[src/inc/input_change_pkg.sv]
// Package: register map, reset values and field layout for the input change status block
package input_change_pkg;

	// ----------------------------------------------------------------
	// Register offsets (byte addresses)
	// ----------------------------------------------------------------
	localparam logic [7:0] flags_low_addr = 8'h00;
	localparam logic [7:0] flags_mid_addr = 8'h04;
	localparam logic [7:0] irq_status_addr = 8'h08;
	localparam logic [7:0] irq_clear_addr = 8'h0C;
	localparam logic [7:0] irq_enable_addr = 8'h10;
	localparam logic [7:0] live_state_addr = 8'h14;

	// ----------------------------------------------------------------
	// Widths and reset values
	// ----------------------------------------------------------------
	localparam int num_refs = 14;
	localparam int low_refs = 8;
	localparam logic [7:0] flags_low_reset = 8'hFF;
	localparam logic [7:0] flags_mid_reset = 8'h3F;
	localparam int mode_change_bit = 7;
	localparam int main_fail_bit = 6;
	localparam logic [2:0] irq_enable_reset = 3'h0;
	localparam int missing_cycles_limit = 2;

	// Interrupt event positions
	localparam int irq_low_bit = 0;
	localparam int irq_mid_bit = 1;
	localparam int irq_main_bit = 2;

	// AXI responses
	localparam logic [1:0] resp_okay = 2'h0;
	localparam logic [1:0] resp_slverr = 2'h2;

	// Operating modes
	typedef enum logic [1:0] {
		mode_free_run,
		mode_locked,
		mode_holdover
	} op_mode_e;

endpackage

[src/rtl/input_change_interrupt_status.sv]
// Latched input-change interrupt status with AXI4-Lite register access
//
// Summary of operation
// - Low byte bits 7..0 latch validity changes of references eight down to one.
// - Status bits stay set until software writes one to that bit.
// - A zero bit means no event since that bit was last cleared.
// - Mid byte bit 7 sets whenever the operating mode changes.
// - Mid byte bit 6 sets after two missing main-path cycles, not in free-run/holdover.
// - Low byte resets to all ones.
// - Mid byte resets to 0x3F: two upper bits clear, six lower set.
//
// Decided for this implementation: register access over AXI4-Lite and the address map.
`timescale 1ns/1ps

module input_change_interrupt_status
	import input_change_pkg::*;
(
	input wire logic core_clk,
	input wire logic rst_n,
	input wire logic [13:0] ref_valid,
	input wire logic [1:0] op_mode,
	input wire logic main_ref_clk,
	input wire logic [7:0] s_axi_awaddr,
	input wire logic s_axi_awvalid,
	output logic s_axi_awready,
	input wire logic [31:0] s_axi_wdata,
	input wire logic [3:0] s_axi_wstrb,
	input wire logic s_axi_wvalid,
	output logic s_axi_wready,
	output logic [1:0] s_axi_bresp,
	output logic s_axi_bvalid,
	input wire logic s_axi_bready,
	input wire logic [7:0] s_axi_araddr,
	input wire logic s_axi_arvalid,
	output logic s_axi_arready,
	output logic [31:0] s_axi_rdata,
	output logic [1:0] s_axi_rresp,
	output logic s_axi_rvalid,
	input wire logic s_axi_rready,
	output logic irq
);

	// ----------------------------------------------------------------
	// Input synchronisers (three stages, change on agreement)
	// ----------------------------------------------------------------
	logic [13:0] valid_s1, valid_s2, valid_s3, valid_seen;
	logic [1:0] mode_s1, mode_s2, mode_s3, mode_seen;
	logic clk_s1, clk_s2, clk_s3, clk_seen;

	// Reference validity chain
	always_ff @(posedge core_clk) begin
		valid_s1 <= ref_valid;
		valid_s2 <= valid_s1;
		valid_s3 <= valid_s2;
	end

	// Operating mode chain
	always_ff @(posedge core_clk) begin
		mode_s1 <= op_mode;
		mode_s2 <= mode_s1;
		mode_s3 <= mode_s2;
	end

	// Main reference clock chain
	always_ff @(posedge core_clk) begin
		clk_s1 <= main_ref_clk;
		clk_s2 <= clk_s1;
		clk_s3 <= clk_s2;
	end

	wire [13:0] valid_agree = ~(valid_s2 ^ valid_s3);
	wire [13:0] next_valid_seen = (valid_s2 & valid_agree) | (valid_seen & ~valid_agree);
	wire mode_agree = (mode_s2 == mode_s3);
	wire [1:0] next_mode_seen = mode_agree ? mode_s2 : mode_seen;
	wire clk_agree = (clk_s2 == clk_s3);
	wire next_clk_seen = clk_agree ? clk_s2 : clk_seen;

	// Settled-state trackers; primed flag suppresses false events after reset
	logic primed;

	always_ff @(posedge core_clk) begin
		if (!rst_n) begin
			valid_seen <= '0;
		end else begin
			valid_seen <= next_valid_seen;
		end
	end

	always_ff @(posedge core_clk) begin
		if (!rst_n) begin
			mode_seen <= 2'h0;
		end else begin
			mode_seen <= next_mode_seen;
		end
	end

	always_ff @(posedge core_clk) begin
		if (!rst_n) begin
			clk_seen <= 1'b0;
		end else begin
			clk_seen <= next_clk_seen;
		end
	end

	always_ff @(posedge core_clk) begin
		if (!rst_n) begin
			primed <= 1'b0;
		end else begin
			primed <= 1'b1;
		end
	end

	// ----------------------------------------------------------------
	// Event detection
	// ----------------------------------------------------------------
	wire [13:0] ref_change = primed ? (next_valid_seen ^ valid_seen) : '0;
	wire mode_change = primed && (next_mode_seen != mode_seen);
	wire main_edge = next_clk_seen & ~clk_seen;

	// Missing-cycle watchdog on the main path: a reference period is many
	// core cycles, so gap is measured as elapsed time since the last edge.
	localparam int gap_bits = 16;
	parameter logic [gap_bits-1:0] ref_period_cycles = 16'h0010;
	logic [gap_bits-1:0] gap_count;
	logic [1:0] missed;
	logic main_fail_armed;
	wire tracking = (mode_seen == 2'(mode_locked));
	wire period_elapsed = (gap_count == ref_period_cycles);
	wire [1:0] next_missed = main_edge ? 2'h0 :
		(period_elapsed && missed != 2'(missing_cycles_limit)) ? missed + 2'h1 : missed;
	wire main_fail = tracking && main_fail_armed &&
		(next_missed == 2'(missing_cycles_limit)) && (missed != 2'(missing_cycles_limit));

	wire [gap_bits-1:0] next_gap_count = (main_edge || period_elapsed) ? '0 : gap_count + 1'b1;

	// Time since the last main-path edge or the last elapsed reference period, restarting at one reference period
	always_ff @(posedge core_clk) begin
		if (!rst_n) begin
			gap_count <= '0;
		end else begin
			gap_count <= next_gap_count;
		end
	end

	// Missing periods count only while locked; other modes start afresh
	always_ff @(posedge core_clk) begin
		if (!rst_n) begin
			missed <= 2'h0;
		end else begin
			missed <= tracking ? next_missed : 2'h0;
		end
	end

	// Holds off a failure verdict on the first locked cycle
	always_ff @(posedge core_clk) begin
		if (!rst_n) begin
			main_fail_armed <= 1'b0;
		end else begin
			main_fail_armed <= tracking;
		end
	end

	// ----------------------------------------------------------------
	// AXI4-Lite write channel
	// ----------------------------------------------------------------
	logic aw_held, w_held;
	logic [7:0] aw_addr;
	logic [31:0] w_data;
	logic [3:0] w_strb;

	wire aw_take = s_axi_awvalid && s_axi_awready;
	wire w_take = s_axi_wvalid && s_axi_wready;
	wire [7:0] wr_addr = aw_held ? aw_addr : s_axi_awaddr;
	wire [31:0] wr_data = w_held ? w_data : s_axi_wdata;
	wire [3:0] wr_strb = w_held ? w_strb : s_axi_wstrb;
	wire have_aw = aw_held || aw_take;
	wire have_w = w_held || w_take;
	wire do_write = have_aw && have_w && !s_axi_bvalid;

	function automatic logic known_addr(input logic [7:0] a);
		known_addr = (a == flags_low_addr) || (a == flags_mid_addr) ||
			(a == irq_status_addr) || (a == irq_clear_addr) ||
			(a == irq_enable_addr) || (a == live_state_addr);
	endfunction

	wire lane0 = wr_strb[0];
	wire wr_low = do_write && lane0 && (wr_addr == flags_low_addr);
	wire wr_mid = do_write && lane0 && (wr_addr == flags_mid_addr);
	wire wr_clr = do_write && lane0 && (wr_addr == irq_clear_addr);
	wire wr_en = do_write && lane0 && (wr_addr == irq_enable_addr);

	wire next_awready = !have_aw && !s_axi_bvalid && !s_axi_awready;
	wire next_wready = !have_w && !s_axi_bvalid && !s_axi_wready;
	wire [1:0] write_resp = known_addr(wr_addr) ? resp_okay : resp_slverr;

	// Address and data parked until both halves of the write are in
	always_ff @(posedge core_clk) begin
		if (!rst_n) begin
			aw_addr <= 8'h00;
			w_data <= 32'h0000_0000;
			w_strb <= 4'h0;
		end else begin
			if (aw_take) aw_addr <= s_axi_awaddr;
			if (w_take) begin
				w_data <= s_axi_wdata;
				w_strb <= s_axi_wstrb;
			end
		end
	end

	always_ff @(posedge core_clk) begin
		if (!rst_n) begin
			aw_held <= 1'b0;
			w_held <= 1'b0;
		end else begin
			aw_held <= have_aw && !do_write;
			w_held <= have_w && !do_write;
		end
	end

	// Ready pulses one cycle and stays low while a response waits
	always_ff @(posedge core_clk) begin
		if (!rst_n) begin
			s_axi_awready <= 1'b0;
			s_axi_wready <= 1'b0;
		end else begin
			s_axi_awready <= next_awready;
			s_axi_wready <= next_wready;
		end
	end

	// Response holds until the master takes it
	always_ff @(posedge core_clk) begin
		if (!rst_n) begin
			s_axi_bvalid <= 1'b0;
			s_axi_bresp <= resp_okay;
		end else if (do_write) begin
			s_axi_bvalid <= 1'b1;
			s_axi_bresp <= write_resp;
		end else if (s_axi_bready) begin
			s_axi_bvalid <= 1'b0;
		end
	end

	// ----------------------------------------------------------------
	// Latched status flags
	// ----------------------------------------------------------------
	logic [7:0] flags_low;
	logic [7:0] flags_mid;
	wire [7:0] clr_low = wr_low ? wr_data[7:0] : 8'h00;
	wire [7:0] clr_mid = wr_mid ? wr_data[7:0] : 8'h00;
	wire [7:0] set_low = ref_change[low_refs-1:0];
	wire [7:0] set_mid = {mode_change, main_fail, ref_change[num_refs-1:low_refs]};

	// Set wins over a simultaneous clear
	wire [7:0] next_flags_low = set_low | (flags_low & ~clr_low);
	wire [7:0] next_flags_mid = set_mid | (flags_mid & ~clr_mid);

	always_ff @(posedge core_clk) begin
		if (!rst_n) begin
			flags_low <= flags_low_reset;
		end else begin
			flags_low <= next_flags_low;
		end
	end

	always_ff @(posedge core_clk) begin
		if (!rst_n) begin
			flags_mid <= flags_mid_reset;
		end else begin
			flags_mid <= next_flags_mid;
		end
	end

	// ----------------------------------------------------------------
	// Interrupt summary: status, clear, enable
	// ----------------------------------------------------------------
	logic [2:0] irq_status;
	logic [2:0] irq_enable;
	wire [2:0] irq_event;
	assign irq_event[irq_low_bit] = |set_low;
	assign irq_event[irq_mid_bit] = |set_mid[main_fail_bit-1:0] | set_mid[mode_change_bit];
	assign irq_event[irq_main_bit] = set_mid[main_fail_bit];
	wire [2:0] irq_clr = wr_clr ? wr_data[2:0] : 3'h0;
	wire [2:0] next_irq_status = irq_event | (irq_status & ~irq_clr);

	wire [2:0] next_irq_enable = wr_en ? wr_data[2:0] : irq_enable;
	wire next_irq = |(next_irq_status & next_irq_enable);

	always_ff @(posedge core_clk) begin
		if (!rst_n) begin
			irq_status <= 3'h0;
		end else begin
			irq_status <= next_irq_status;
		end
	end

	always_ff @(posedge core_clk) begin
		if (!rst_n) begin
			irq_enable <= irq_enable_reset;
		end else begin
			irq_enable <= next_irq_enable;
		end
	end

	// Registered pin follows status and mask of the same edge
	always_ff @(posedge core_clk) begin
		if (!rst_n) begin
			irq <= 1'b0;
		end else begin
			irq <= next_irq;
		end
	end

	// ----------------------------------------------------------------
	// AXI4-Lite read channel
	// ----------------------------------------------------------------
	wire rd_take = s_axi_arvalid && s_axi_arready;
	wire [31:0] rd_word =
		(s_axi_araddr == flags_low_addr) ? {24'h000000, flags_low} :
		(s_axi_araddr == flags_mid_addr) ? {24'h000000, flags_mid} :
		(s_axi_araddr == irq_status_addr) ? {29'h0, irq_status} :
		(s_axi_araddr == irq_enable_addr) ? {29'h0, irq_enable} :
		(s_axi_araddr == live_state_addr) ? {16'h0000, mode_seen, valid_seen} :
		32'h0000_0000;

	wire next_arready = !s_axi_rvalid && !s_axi_arready;
	wire [1:0] read_resp = known_addr(s_axi_araddr) ? resp_okay : resp_slverr;

	// Address ready pulses one cycle, never while data waits
	always_ff @(posedge core_clk) begin
		if (!rst_n) begin
			s_axi_arready <= 1'b0;
		end else begin
			s_axi_arready <= next_arready;
		end
	end

	// Read data holds until the master takes it
	always_ff @(posedge core_clk) begin
		if (!rst_n) begin
			s_axi_rvalid <= 1'b0;
			s_axi_rdata <= 32'h0000_0000;
			s_axi_rresp <= resp_okay;
		end else if (rd_take) begin
			s_axi_rvalid <= 1'b1;
			s_axi_rdata <= rd_word;
			s_axi_rresp <= read_resp;
		end else if (s_axi_rready) begin
			s_axi_rvalid <= 1'b0;
		end
	end

endmodule // input_change_interrupt_status

[config.mk]
export PLATFORM = sky130hd
export DESIGN_NAME = input_change_interrupt_status
export DESIGN_NICKNAME = d
export VERILOG_FILES = /design/src/inc/input_change_pkg.sv /design/src/rtl/input_change_interrupt_status.sv
export SDC_FILE = /design/constraint.sdc
export NUM_CORES = 1
export LEC_CHECK = 0
export BUFFER_PORTS_ARGS = -buffer_cell sky130_fd_sc_hd__buf_2
export CAP_MARGIN = 20
export CORE_UTILIZATION = 51
export CTS_BUF_LIST = sky130_fd_sc_hd__clkbuf_8
export DETAILED_ROUTE_END_ITERATION = 8
export PLACE_DENSITY = 0.86
export SLEW_MARGIN = 20
export SYNTH_ARGS = -nofsm -noshare
export SYNTH_HDL_FRONTEND = slang
export SYNTH_SLANG_ARGS = --single-unit
export TNS_END_PERCENT = 20
[constraint.sdc]
create_clock -name core_clk -period 2.15 [get_ports core_clk]
set_clock_uncertainty 0.15 [all_clocks]
set_input_delay 0.43 -clock core_clk [delete_from_list [all_inputs] [get_ports core_clk]]
set_output_delay 0.43 -clock core_clk [all_outputs]
set_load 0.01 [all_outputs]
==> impl_results.md <==
* Initial antenna violation count at 0
* Startpoint types: flop
* TritonCTS clock tree: done
* FF+latch count, synth at 153
* Clock-pin slew of the registers on the worst-case setup and hold paths at 90 ps
* Data arrival time of the critical path at 2300 ps
* Post-Layout Cell Count at approximately 900
* Max Clk Rate at around 480 MHz
* Outcome: finished with violations
* Via count of the first global-routing pass at roughly 4900
* Met1 usage at 26.5%
* Global-route track usage on met3 at 6.07%
* Power density over cell area at about 790 nW/µm²
* Synthesis-to-layout area growth at 20.4%
* Kind of capture point of the worst setup path: flop
* Count of unresolved DRC violations after routing at 21
* Number of instances in the synthesized netlist at approximately 630
* First-iteration detailed-routing DRC count at approximately 360
* Combinational cell fraction of total power at 9.3%
* Number of rows created at floorplan at 39
* Inst Count DP at approximately 850
* DRT antenna net count at 0
* Clock root buffer master: clkbuf_8
* Die footprint at 12300 µm²
* Highest-count cells in the layout ignoring fill and taps: dfxtp_1, nand2_1, buf_2, a21boi_0, o21ai_0
* Register area share after synthesis at about half
* Pin count of the biggest net entering global routing at 37
* Number of synthesized flops with an enable pin at 0
* Violations in the final reports: design-rule violations
* Critical path start-end classification: flop to flop
* Highest ir drop seen on vdd at 0.000639 V
* Total half-perimeter wirelength after legalization and detailed placement at 9.93 mm
* Transition at the pin with the smallest max-transition slack at ~560 ps
* Antenna fix cells at 0
* TritonCTS buffer count at 17
* Net switching power figure at 0.00143 W
* Count of yosys warnings during synthesis at 0
* Total via count in the routed design at around 5100
* Tmin final at roughly 2100 ps
* Hold Crit Class: input port to flop
* Max-slew headroom at between 60% and 70%
* Switching part of the total power at between 20% and 30%
* Clock sink total at roughly 150
* Max-slew violations at 0
* CP Max Fanout at 4
* Fraction of the core area covered by cells at the end of the flow at between 60% and 70%
* Fraction of layout cells with a size suffix above 1 at between 20% and 30%
* Most common flop cell mapped by yosys: dfxtp_1
* WL per Instance at approximately 15 µm
* P_int at about 0.0044 W
* Min setup slack post-route at 78.0 ps
* Clock insertion delay at the later pin of the skew report at between 400 and 500 ps
* Slowest stage delay, CP at roughly 340 ps
* Post-DR vias/cell at approximately 5.6
* Wirelength, routed at 13.9 mm
* Total leakage power at between 2 and 3 nW
* Number of buffers inserted by port buffering at 72
* Core footprint at between 10000 and 15000 µm²
* Number of nets in the final layout at 827
* Number of buffers between clock root and the deepest sink at 2
* Drt first pass iters at 7
* Global-route wire length before repair at approximately 23 mm
* Critical Path, Cell by Cell: inv_1 > ha_1 > nor4bb_2 > and4_1 > mux2i_2 > a211oi_1 > buf_4 > nor2b_1
* Slowest cell on crit path: dfxtp_1
* Final Wtd Congestion at around 0.86
* Average cell area after synthesis at around 9.6 µm²
* Relative contribution of sequential cells to total power at approximately 53%
* Starting utilization of the core area at a little over half
* CTS H-tree depth at 4
* Setup-violating endpoint count in the final report at 0
* Floorplan die height at roughly 110 µm
* Worst endpoint required time at approximately 2400 ps
* Netlist area before placement at around 6100 µm²
* Number of distinct library cells after synthesis at a little under 60
* Met2 usage at between 40% and 50%
* Tcrit/Tclk final at between 90% and 100%
* Die X at around 110 µm
* Ys async rst share at 0%
* Maximum capacitance violations at 0
* Aggregate global routing overflow at 0
* Top-Level Pins at 118
* GR peak layer: met2
* Number of hold violations in the final report at 0
* Clock network power share at between 30% and 40%
* Global-route total usage across every layer at 23.3%
* Worst slack, placed at -205 ps
* Commonest non-fill, non-tap cell in the layout: dfxtp_1
## power groups by stage
stage	combinational (W)	clock (W)	sequential [W]
after floorplan	0.000328	0	0.00309
final	0.000538	0.00220	0.00306
after detailed placement	0.000490	0	0.00311
after global placement	0.000470	0	0.00310
after CTS	0.000519	0.00223	0.00305
after global routing	0.000591	0.00235	0.00307
## per-layer routing
layer  routed length, µm  vias up  part of all wire [%]
li1                    -     2462                     -
met1                5940     2403                    43
met2                6740      165                    48
met3                 779       38                   5.6
met4                 471        0                   3.4
met5                   0        -                     0
## per-stage QoR
step	total power (W)	instance area [µm²]	hold WS (ps)	TNS [ps]
global route	0.00601	7300	83.7	-37.5
floorplan	0.00342	6130	160	0
CTS	0.00580	7220	73.9	0
finish	0.00579	7300	91.8	0
detailed placement	0.00360	6640	162	-3760
global placement	0.00357	6640	162	-3250
## what timing repair did
action	CTS	global route
hold buffers	17	0
pin swaps	0	2
hold endpoints to repair	17	0
buffers inserted	0	2
endpoints found under the setup margin	3	8
gates resized for setup	2	14
## kinds of logic (layout without fill, tap and decap cells)
kind of cell,Yosys count,after routing,synth area share [%]
mux,19,19,3.18
flops,153,153,50.5
compound gates,145,145,16.5
buf+inv,57,166,4.95
fa+ha+maj,3,3,0.619
xor+xnor,18,18,2.60
other cells,1,18,0.0618
simple gates,238,238,21.6
## cell usage after synthesis, drive strengths merged, types with 4 or more instances
cell type | number | area share, %
dfxtp | 153 | 50
nand2 | 73 | 4.5
a21boi | 51 | 6.3
o21ai | 44 | 3.6
nand3 | 36 | 3.0
nor2 | 33 | 2.0
buf | 22 | 2.8
clkbuf | 19 | 1.2
mux2i | 17 | 2.8
inv | 16 | 0.99
nand4 | 12 | 1.2
a31oi | 10 | 1.0
nand2b | 10 | 1.0
nor3b | 10 | 1.2
nor4 | 9 | 1.6
xnor2 | 9 | 1.3
xor2 | 9 | 1.3
and4b | 8 | 1.3
nor3 | 8 | 0.66
and3b | 7 | 1.0
o211ai | 6 | 0.74
a22o | 5 | 0.72
and2 | 5 | 0.52
nor2b | 5 | 0.52
o41ai | 5 | 0.72
a21oi | 4 | 0.33
## flip-flops by register name (all words and copies together) (netlist names), 2 cells and up
signal and cells:
gap_count 16, valid_s3 14, valid_s2 14, mode_seen 2, irq_status 3, mode_s2 2, aw_addr 8, valid_s1 14
missed 2, mode_s1 2, valid_seen 14, flags_mid 8, irq_enable 3, s_axi_rdata 16, flags_low 8, w_data 8
mode_s3 2
## layout make-up
cell class / instances / area (µm²)
well taps: 143 / 179
clock buffers: 18 / 248
fillers: 927 / 4210
clock inverters: 13 / 153
flip-flops and latches: 153 / 3070
multi-input cells: 441 / 2840
repair buffers: 119 / 756
inverters: 16 / 60.1
## critical path: cells and delay by family (launching register included)
family	cells	cell delay [ps]
adder cells (fa/ha/maj)	1	170
AO/OA/AOI/OAI	1	110
multiplexers	1	320
buffers and inverters	2	220
flip-flops	1	340
AND/OR/NAND/NOR	3	690
## path summary, 6_finish.rpt
kind,cells past startpoint,to,slack [ps],startpoint
max reg2reg,8,irq_status[2],80,gap_count[0]
min,3,s_axi_rvalid,90,s_axi_rready
max,8,irq_status[2],80,gap_count[0]
min reg2reg,0,valid_s2[7],180,valid_s1[7]
No activity file was read; power rests on OpenSTA's default activity.
